`src/fe_consts.svh`:
```
// Offsets, field positions, reset values and thresholds of the frontend pin block
`ifndef FE_CONSTS_SVH
`define FE_CONSTS_SVH
`define OFF_AUX0 4'h0
`define OFF_PAD0 4'h4
`define OFF_AUX1 4'h8
`define OFF_PAD1 4'hC
`define AUX_BYP 7
`define AUX_MAP_HI 6
`define AUX_MAP_LO 5
`define AUX_EXT 4
`define AUX_ANALOG_REGULATOR_ENABLE 3
`define AUX_AVS 2
`define AUX_AMPLIFIER_SUPPLY_SELECT_HI 1
`define AUX_AMPLIFIER_SUPPLY_SELECT_LO 0
`define PAD_CFG_HI 7
`define PAD_CFG_LO 6
`define PAD_CFG_RST 2'h0
`define BYP_RST 1'h0
`define MAP_RST 2'h0
`define EXT_RST 1'h0
`define ANALOG_REGULATOR_ENABLE_RST 1'h0
`define AMPLIFIER_SUPPLY_SELECT_RST 2'h2
`define MAP_NONE 2'h0
`define MAP_9DB 2'h1
`define MAP_12DB 2'h2
`define GAIN_9DB 8'h09
`define GAIN_12DB 8'h0C
`define GAIN_0DB 8'h00
`define GCW_LIMIT 7'h11
`define GCW_RST 7'h7F
`define RESP_OKAY 2'h0
`define RESP_SLVERR 2'h2
`endif

```
`src/fe_pkg.sv`:
```
// Types shared by the frontend pin block
package fe_pkg;
	typedef enum logic [2:0] {
		st_idle = 3'h0,
		st_sleep = 3'h1,
		st_reset = 3'h2,
		st_transmit_prepare_state = 3'h3,
		st_tx = 3'h4,
		st_rx = 3'h5
	} radio_state_t;
	typedef enum logic [1:0] {
		pin_config_none = 2'h0,
		pin_config_one = 2'h1,
		pin_config_two = 2'h2,
		pin_config_three = 2'h3
	} pin_cfg_t;
endpackage

```
`src/rf_frontend_pin_control.sv`:
```
// Frontend pin control, gain mapping and auxiliary settings for two transceivers
`include "fe_consts.svh"
module rf_frontend_pin_control (
	input wire logic aclk,
	input wire logic aresetn,
	input wire logic [3:0] s_axi_awaddr,
	input wire logic [2:0] s_axi_awprot,
	input wire logic s_axi_awvalid,
	output logic s_axi_awready,
	input wire logic [31:0] s_axi_wdata,
	input wire logic [3:0] s_axi_wstrb,
	input wire logic s_axi_wvalid,
	output logic s_axi_wready,
	output logic [1:0] s_axi_bresp,
	output logic s_axi_bvalid,
	input wire logic s_axi_bready,
	input wire logic [3:0] s_axi_araddr,
	input wire logic [2:0] s_axi_arprot,
	input wire logic s_axi_arvalid,
	output logic s_axi_arready,
	output logic [31:0] s_axi_rdata,
	output logic [1:0] s_axi_rresp,
	output logic s_axi_rvalid,
	input wire logic s_axi_rready,
	input wire logic [5:0] radio_state,
	input wire logic [13:0] gain_word_in,
	input wire logic [1:0] gain_word_load,
	input wire logic [15:0] raw_strength,
	input wire logic [15:0] raw_energy,
	input wire logic [1:0] analog_supply_settled_in,
	output logic [1:0] frontend_pin_a,
	output logic [1:0] frontend_pin_b,
	output logic [1:0] analog_regulator_on,
	output logic [3:0] amplifier_supply_select,
	output logic [13:0] gain_control_word,
	output logic [15:0] signal_strength_value,
	output logic [15:0] energy_detect_value
);
	// ----------------------------------------
	// Register bus
	// ----------------------------------------
	logic [3:0] awaddr_r;
	logic aw_held_r;
	logic [7:0] wdata_r;
	logic w_held_r;
	logic wstrb0_r;
	logic [1:0] byp_r;
	logic [3:0] map_r;
	logic [1:0] ext_r;
	logic [1:0] analog_regulator_enable_r;
	logic [3:0] amplifier_supply_select_r;
	logic [3:0] cfg_r;
	logic [1:0] settled_m_r;
	logic [1:0] settled_r;
	logic do_write;
	logic wr_hit;
	logic [7:0] rd_byte;
	logic rd_hit;

	assign do_write = aw_held_r && w_held_r && !s_axi_bvalid;

	// Address and data are caught apart; a write lands when both are held
	always_ff @(posedge aclk) begin
		if (!aresetn) begin
			aw_held_r <= 1'b0;
			awaddr_r <= 4'h0;
			s_axi_awready <= 1'b0;
		end else if (s_axi_awvalid && s_axi_awready) begin
			aw_held_r <= 1'b1;
			awaddr_r <= s_axi_awaddr;
			s_axi_awready <= 1'b0;
		end else if (do_write) begin
			aw_held_r <= 1'b0;
		end else begin
			s_axi_awready <= !aw_held_r && !s_axi_bvalid;
		end
	end

	// Only the low byte holds register bits, so only lane 0 matters
	// Data is taken whether or not the address came first, so neither order stalls
	always_ff @(posedge aclk) begin
		if (!aresetn) begin
			w_held_r <= 1'b0;
			wdata_r <= 8'h00;
			wstrb0_r <= 1'b0;
			s_axi_wready <= 1'b0;
		end else if (s_axi_wvalid && s_axi_wready) begin
			w_held_r <= 1'b1;
			wdata_r <= s_axi_wdata[7:0];
			wstrb0_r <= s_axi_wstrb[0]; // Lane 0 off: the write completes, no effect
			s_axi_wready <= 1'b0;
		end else if (do_write) begin
			w_held_r <= 1'b0;
		end else begin
			s_axi_wready <= !w_held_r && !s_axi_bvalid;
		end
	end

	assign wr_hit = awaddr_r[1:0] == 2'h0;

	// Write response; unmapped low address bits answer with an error
	always_ff @(posedge aclk) begin
		if (!aresetn) begin
			s_axi_bvalid <= 1'b0;
			s_axi_bresp <= `RESP_OKAY;
		end else if (s_axi_bvalid && s_axi_bready) begin
			s_axi_bvalid <= 1'b0;
		end else if (do_write) begin
			s_axi_bvalid <= 1'b1;
			s_axi_bresp <= wr_hit ? `RESP_OKAY : `RESP_SLVERR;
		end
	end

	// Read path: one read at a time, answered the cycle after address
	always_comb begin
		rd_byte = 8'h00;
		rd_hit = 1'b1;
		unique case (s_axi_araddr)
			`OFF_AUX0: rd_byte = {byp_r[0], map_r[1:0], ext_r[0], analog_regulator_enable_r[0],
				settled_r[0], amplifier_supply_select_r[1:0]};
			`OFF_AUX1: rd_byte = {byp_r[1], map_r[3:2], ext_r[1], analog_regulator_enable_r[1],
				settled_r[1], amplifier_supply_select_r[3:2]};
			`OFF_PAD0: rd_byte = {cfg_r[1:0], 6'h00};
			`OFF_PAD1: rd_byte = {cfg_r[3:2], 6'h00};
			default: rd_hit = 1'b0;
		endcase
	end

	always_ff @(posedge aclk) begin
		if (!aresetn) begin
			s_axi_arready <= 1'b0;
			s_axi_rvalid <= 1'b0;
			s_axi_rdata <= 32'h0000_0000;
			s_axi_rresp <= `RESP_OKAY;
		end else if (s_axi_arvalid && s_axi_arready) begin
			s_axi_arready <= 1'b0;
			s_axi_rvalid <= 1'b1;
			s_axi_rdata <= {24'h00_0000, rd_byte};
			s_axi_rresp <= rd_hit ? `RESP_OKAY : `RESP_SLVERR;
		end else if (s_axi_rvalid && s_axi_rready) begin
			s_axi_rvalid <= 1'b0;
		end else begin
			s_axi_arready <= !s_axi_rvalid;
		end
	end

	// Settled flag comes from the regulator pins, so it is synchronised
	always_ff @(posedge aclk) begin
		if (!aresetn) begin
			settled_m_r <= 2'h0;
			settled_r <= 2'h0;
		end else begin
			settled_m_r <= analog_supply_settled_in;
			settled_r <= settled_m_r;
		end
	end

	// ----------------------------------------
	// Per transceiver logic
	// ----------------------------------------
	genvar g;
	generate
		for (g = 0; g < 2; g++) begin : trx
			logic sel_aux;
			logic sel_pad;
			fe_pkg::radio_state_t st;
			fe_pkg::radio_state_t st_prev_r;
			logic [6:0] gcw_r;
			logic bypass;
			logic [7:0] ext_gain;
			logic pa_nxt;
			logic pb_nxt;
			logic reg_nxt;

			assign sel_aux = awaddr_r == (g ? `OFF_AUX1 : `OFF_AUX0);
			assign sel_pad = awaddr_r == (g ? `OFF_PAD1 : `OFF_PAD0);
			assign st = fe_pkg::radio_state_t'(radio_state[3*g +: 3]);

			// Software settings, each transceiver has its own copy
			always_ff @(posedge aclk) begin
				if (!aresetn) begin
					byp_r[g] <= `BYP_RST;
					map_r[2*g +: 2] <= `MAP_RST;
					ext_r[g] <= `EXT_RST;
					analog_regulator_enable_r[g] <= `ANALOG_REGULATOR_ENABLE_RST;
					amplifier_supply_select_r[2*g +: 2] <= `AMPLIFIER_SUPPLY_SELECT_RST;
					cfg_r[2*g +: 2] <= `PAD_CFG_RST;
				end else if (do_write && wstrb0_r && sel_aux) begin
					byp_r[g] <= wdata_r[`AUX_BYP];
					map_r[2*g +: 2] <= wdata_r[`AUX_MAP_HI:`AUX_MAP_LO];
					ext_r[g] <= wdata_r[`AUX_EXT];
					analog_regulator_enable_r[g] <= wdata_r[`AUX_ANALOG_REGULATOR_ENABLE];
					amplifier_supply_select_r[2*g +: 2] <= wdata_r[`AUX_AMPLIFIER_SUPPLY_SELECT_HI:`AUX_AMPLIFIER_SUPPLY_SELECT_LO];
				end else if (do_write && wstrb0_r && sel_pad) begin
					cfg_r[2*g +: 2] <= wdata_r[`PAD_CFG_HI:`PAD_CFG_LO];
				end
			end

			// Gain word: loads from the gain loop, restarts only on entry to receive
			always_ff @(posedge aclk) begin
				if (!aresetn) begin
					st_prev_r <= fe_pkg::st_reset;
					gcw_r <= `GCW_RST;
				end else begin
					st_prev_r <= st;
					if (st == fe_pkg::st_rx && st_prev_r != fe_pkg::st_rx) begin
						gcw_r <= `GCW_RST;
					end else if (gain_word_load[g]) begin
						gcw_r <= gain_word_in[7*g +: 7];
					end
				end
			end

			// Strong signal or no back-off map means the LNA is bypassed
			assign bypass = byp_r[g] && (map_r[2*g +: 2] == `MAP_NONE
				|| gcw_r <= `GCW_LIMIT);

			// External gain the readings are corrected by
			always_comb begin
				ext_gain = `GAIN_0DB;
				if (!bypass && map_r[2*g +: 2] == `MAP_9DB) begin
					ext_gain = `GAIN_9DB;
				end else if (!bypass && map_r[2*g +: 2] == `MAP_12DB) begin
					ext_gain = `GAIN_12DB;
				end
			end

			// Pin encoding per configuration; off states leave both low
			always_comb begin
				pa_nxt = 1'b0;
				pb_nxt = 1'b0;
				unique case (fe_pkg::pin_cfg_t'(cfg_r[2*g +: 2]))
					fe_pkg::pin_config_none: begin
						pa_nxt = 1'b0;
					end
					fe_pkg::pin_config_one: begin
						pa_nxt = st == fe_pkg::st_tx || (st == fe_pkg::st_rx && bypass);
						pb_nxt = st == fe_pkg::st_rx;
					end
					fe_pkg::pin_config_two: begin
						pa_nxt = st == fe_pkg::st_tx || (st == fe_pkg::st_rx && bypass);
						pb_nxt = st == fe_pkg::st_tx || (st == fe_pkg::st_rx && !bypass);
					end
					fe_pkg::pin_config_three: begin
						// Enable is the controller's pin; here off reads as bypass
						pa_nxt = st == fe_pkg::st_tx;
						pb_nxt = st == fe_pkg::st_tx || (st == fe_pkg::st_rx && !bypass);
					end
				endcase
			end

			// Regulator runs while active, in idle only when asked, never in sleep
			always_comb begin
				reg_nxt = 1'b0;
				if (!ext_r[g]) begin
					reg_nxt = st == fe_pkg::st_transmit_prepare_state || st == fe_pkg::st_tx
						|| st == fe_pkg::st_rx || (st == fe_pkg::st_idle && analog_regulator_enable_r[g]);
				end
			end

			// Outputs are registered, one cycle behind the radio state
			always_ff @(posedge aclk) begin
				if (!aresetn) begin
					frontend_pin_a[g] <= 1'b0;
					frontend_pin_b[g] <= 1'b0;
					analog_regulator_on[g] <= 1'b0;
					amplifier_supply_select[2*g +: 2] <= `AMPLIFIER_SUPPLY_SELECT_RST;
					gain_control_word[7*g +: 7] <= `GCW_RST;
					signal_strength_value[8*g +: 8] <= 8'h00;
					energy_detect_value[8*g +: 8] <= 8'h00;
				end else begin
					frontend_pin_a[g] <= pa_nxt;
					frontend_pin_b[g] <= pb_nxt;
					analog_regulator_on[g] <= reg_nxt;
					amplifier_supply_select[2*g +: 2] <= amplifier_supply_select_r[2*g +: 2];
					gain_control_word[7*g +: 7] <= gcw_r;
					signal_strength_value[8*g +: 8] <= raw_strength[8*g +: 8] - ext_gain;
					energy_detect_value[8*g +: 8] <= raw_energy[8*g +: 8] - ext_gain;
				end
			end
		end
	endgenerate
endmodule

```
`config.mk`:
```
export PLATFORM = sky130hd
export DESIGN_NAME = rf_frontend_pin_control
export DESIGN_NICKNAME = d
export VERILOG_FILES = /design/src/fe_pkg.sv /design/src/rf_frontend_pin_control.sv
export VERILOG_INCLUDE_DIRS = /design/src
export SDC_FILE = /design/constraint.sdc
export NUM_CORES = 1
export LEC_CHECK = 0
export ABC_AREA = 0
export BUFFER_PORTS_ARGS = -buffer_cell sky130_fd_sc_hd__buf_2
export CORE_UTILIZATION = 48
export CTS_CLUSTER_DIAMETER = 120
export DETAILED_ROUTE_END_ITERATION = 7
export HOLD_SLACK_MARGIN = 0.06
export PLACE_DENSITY = 0.79
export SLEW_MARGIN = 20
export SYNTH_ARGS = -nofsm -noshare
export SYNTH_HDL_FRONTEND = slang
export SYNTH_SLANG_ARGS = --single-unit
```
`constraint.sdc`:
```
create_clock -name aclk -period 3.2 [get_ports aclk]
set_clock_uncertainty 0.1 [all_clocks]
set_input_delay 0.16 -clock aclk [delete_from_list [all_inputs] [get_ports aclk]]
set_output_delay 0.16 -clock aclk [all_outputs]
set_load 0.005 [all_outputs]
```
==> impl_results.md <==
- Met2 Use GR: 47.77%
- Most frequent cell after synthesis: dfxtp_1
- R2R depth: 12
- Main flop type after synthesis: dfxtp_1
- Leakage: 0.003560 uW
- Worst EP arrival: 3.43 ns
- R2R Setup Slk: 0.07 ns
- Detail Route Antenna Nets: 0
- Setup crit end: signal_strength_value[12]
- Top-area cell type share of the netlist area: 48.68%
- M1 GR Usage: 29.94%
- Crit. End Element: flip-flop
- Least-Margin Pin Slew: 0.6963 ns
- Worst skew pair latency: 0.52 ns
- Largest net degree at the start of global routing: 31
- Min cycle time layout: 3.132 ns
- DR pass1 iterations: 4
- Cells after synthesis: 552
- Synth cell types: 47
- Area Growth Syn to Fin: 48.28%
- Overflow after GRT: 0
- Vias in the first global route: 5,066
- Crit Path Max Fanout: 4
- Fmax achieved: 319.3 MHz
- Area post-placement: 0.005995 mm2
- Setup violators final: 0
- Placed cells: 821
- Max_cap viols: 0
- Die area: 0.01130 mm2
- Synth area leaders: dfxtp_1, mux2i_1, ha_1
- Status: completed
- DRT iter0 DRCs: 316
- Global route hottest layer: met2
- First-pass GRT wire length: 23.59 mm
- Routed len/inst: 15.46 um
- Fin util: 74.34%
- Number of flops mapped to enable cells by yosys: 0
- Final Power: 3946 uW
- Final instance area: 0.007744 mm2
- Slew HR: 53.07%
- Initial Utilization: 50.14%
- Clock slew at reported path FFs: 0.06 ns
- Row count: 37
- Hold Slack: 0.09415 ns
- Final non-filler cell total: 966
- Post-synth top cells: dfxtp_1, nor2_1, nand2_1
- DP HPWL: 8.314 mm
- Longest Clk Path Bufs: 2
- RSZ-0062 raised after global routing: true
- Worst r2r dst: signal_strength_value[12]
- Cell area after synthesis: 0.005223 mm2
- YS warnings: 0
- Clock root buffer: clkbuf_8
- Share of cells above drive strength 1: 24.97%
- DR vias: 4,904
- Final wirelength: 14.93 mm
- Port bufs: 149
- CTS H-Tree Depth: 4
- Number of hold violations in the final report: 0
- Final RePlAce weighted congestion: 0.8368
- Maximum vdd drop: 349.7 uV
- Worst r2r src: trx[1].gcw_r[3]
- CORE AREA: 0.01042 mm2
- CTS tree: done
- Total global-route track usage: 26.98%
- Total Nets Final: 951
- Setup crit start: trx[1].gcw_r[3]
- WS Path Type: reg2reg
- Biggest area consumer among synthesized cells: dfxtp_1
- Die Y-Extent: 106.3 um
- Yosys reg bits: 127
- Met3 global-route usage: 4.905%
- Die width: 106.3 um
- Sequential share of the synthesized area: 48.68%
- Initial antenna violation count: 1
- DRC Markers: 0
- Startpoint Class: flip-flop
- Number of fill cells in the layout: 685
- Vias per cell: 5.077
- CTS sink cnt: 127
- IO Pins: 210
- Final Max Slew Viols: 0
- Worst endpoint required time: 3.50 ns
- Hold Crit Class: in2reg
- TritonCTS Buffers: 17
- Pwr/cell area: 509.6 mW/mm2
- Tcrit/Tclk final: 97.87%
- Async set-reset flop share out of synthesis: 0%
- Average cell area after synthesis: 9.461 um2
## state kept, by name, indices dropped and copies added, names as in the netlist, 4 cells and up
| name | cells |
|---|---|
| awaddr_r | 4 |
| s_axi_rdata | 8 |
| trx.gcw_r | 14 |
| cfg_r | 4 |
| signal_strength_value | 16 |
| wdata_r | 7 |
| energy_detect_value | 16 |
| amplifier_supply_select | 4 |
| amplifier_supply_select_r | 4 |
| gain_control_word | 14 |
| trx.st_prev_r | 6 |
| map_r | 4 |
## layer usage
| metal | vias to the layer above | share of wire (%) |
|---|---|---|
| li1 | 2337 | - |
| met1 | 2331 | 40 |
| met2 | 191 | 51 |
| met3 | 45 | 4.3 |
| met4 | 0 | 3.8 |
| met5 | - | 0 |
## worst min path at each step
stage	startpoint	endpoint	slack (ns)	depth (start not counted)
after floorplan	radio_state[3]	frontend_pin_a[1]	0.15	1
after global placement	analog_supply_settled_in[0]	settled_m_r[0]	0.27	2
after detailed placement	analog_supply_settled_in[1]	settled_m_r[1]	0.28	2
after CTS	s_axi_wvalid	wdata_r[5]	0.06	4
after global routing	s_axi_wvalid	wdata_r[7]	0.12	4
final	s_axi_wvalid	s_axi_wready	0.09	3
## layout make-up
cell class,count,area [um2],area share [%]
inverter,19,71.32,0.9210
multi-input combinational,386,2505,32.35
clock inverter,10,112.6,1.454
clock buffer,22,452.9,5.849
tap,136,170.2,2.197
timing repair buffer,265,1887,24.37
antenna,1,2.502,0.03232
sequential,127,2542,32.83
## power breakdown
part           total (uW)  internal [uW]  switching (uW)
clock                1840           1150             690
combinational         427            232             195
sequential           1680           1650            34.5
## per-stage QoR
step | worst slack [ns] | TNS, ns
6_report | 0.06828 | 0
2_1_floorplan | 0.6429 | 0
3_5_place_dp | 0.4372 | 0
5_1_grt | -0.05818 | -0.1243
3_3_place_gp | 0.4871 | 0
4_1_cts | 0.06309 | 0
## worst max-delay path, stage by stage, from the launching register on
cell,delay (ns)
dfxtp_1,0.33
o31a_1,0.36
o32ai_2,0.26
nand2_2,0.13
and3b_2,0.25
ha_1,0.20
ha_1,0.20
nor2b_2,0.15
nor3_1,0.08
o21ai_1,0.15
xor2_1,0.17
dlygate4sd3_1,0.57
nor2_1,0.06
## kinds of logic after synthesis
| group | synth area share, % |
|---|---|
| flip-flops | 48.68 |
| XOR/XNOR | 3.354 |
| buffers and inverters | 6.492 |
| other | 0.07180 |
| AO/OA/AOI/OAI | 8.577 |
| AND/OR/NAND/NOR | 18.97 |
| multiplexers | 8.146 |
| adder cells (fa/ha/maj) | 5.702 |
## timing repair
item                                    in CTS  in global routing
endpoints found under the setup margin       0                  9
resized for setup                            0                 19
hold endpoints to repair                    91                  0
buffers inserted                             0                  4
hold buffers                               112                  0
## layout by cell type (no fill, tap or decap), types with 9 or more instances in the layout
cell type / Yosys / layout
and2_1: 10 / 10
dfxtp_1: 127 / 127
a21oi_1: 33 / 33
nand2_1: 53 / 52
clkbuf_16: 0 / 16
nor2_1: 63 / 63
dlygate4sd3_1: 0 / 108
nor3_1: 18 / 18
buf_2: 1 / 149
ha_1: 22 / 22
xor2_1: 11 / 11
nand2b_1: 25 / 24
mux2i_1: 38 / 38
conb_1: 1 / 26
xnor2_1: 9 / 9
inv_1: 18 / 18
(Power assumes the default switching activity.)
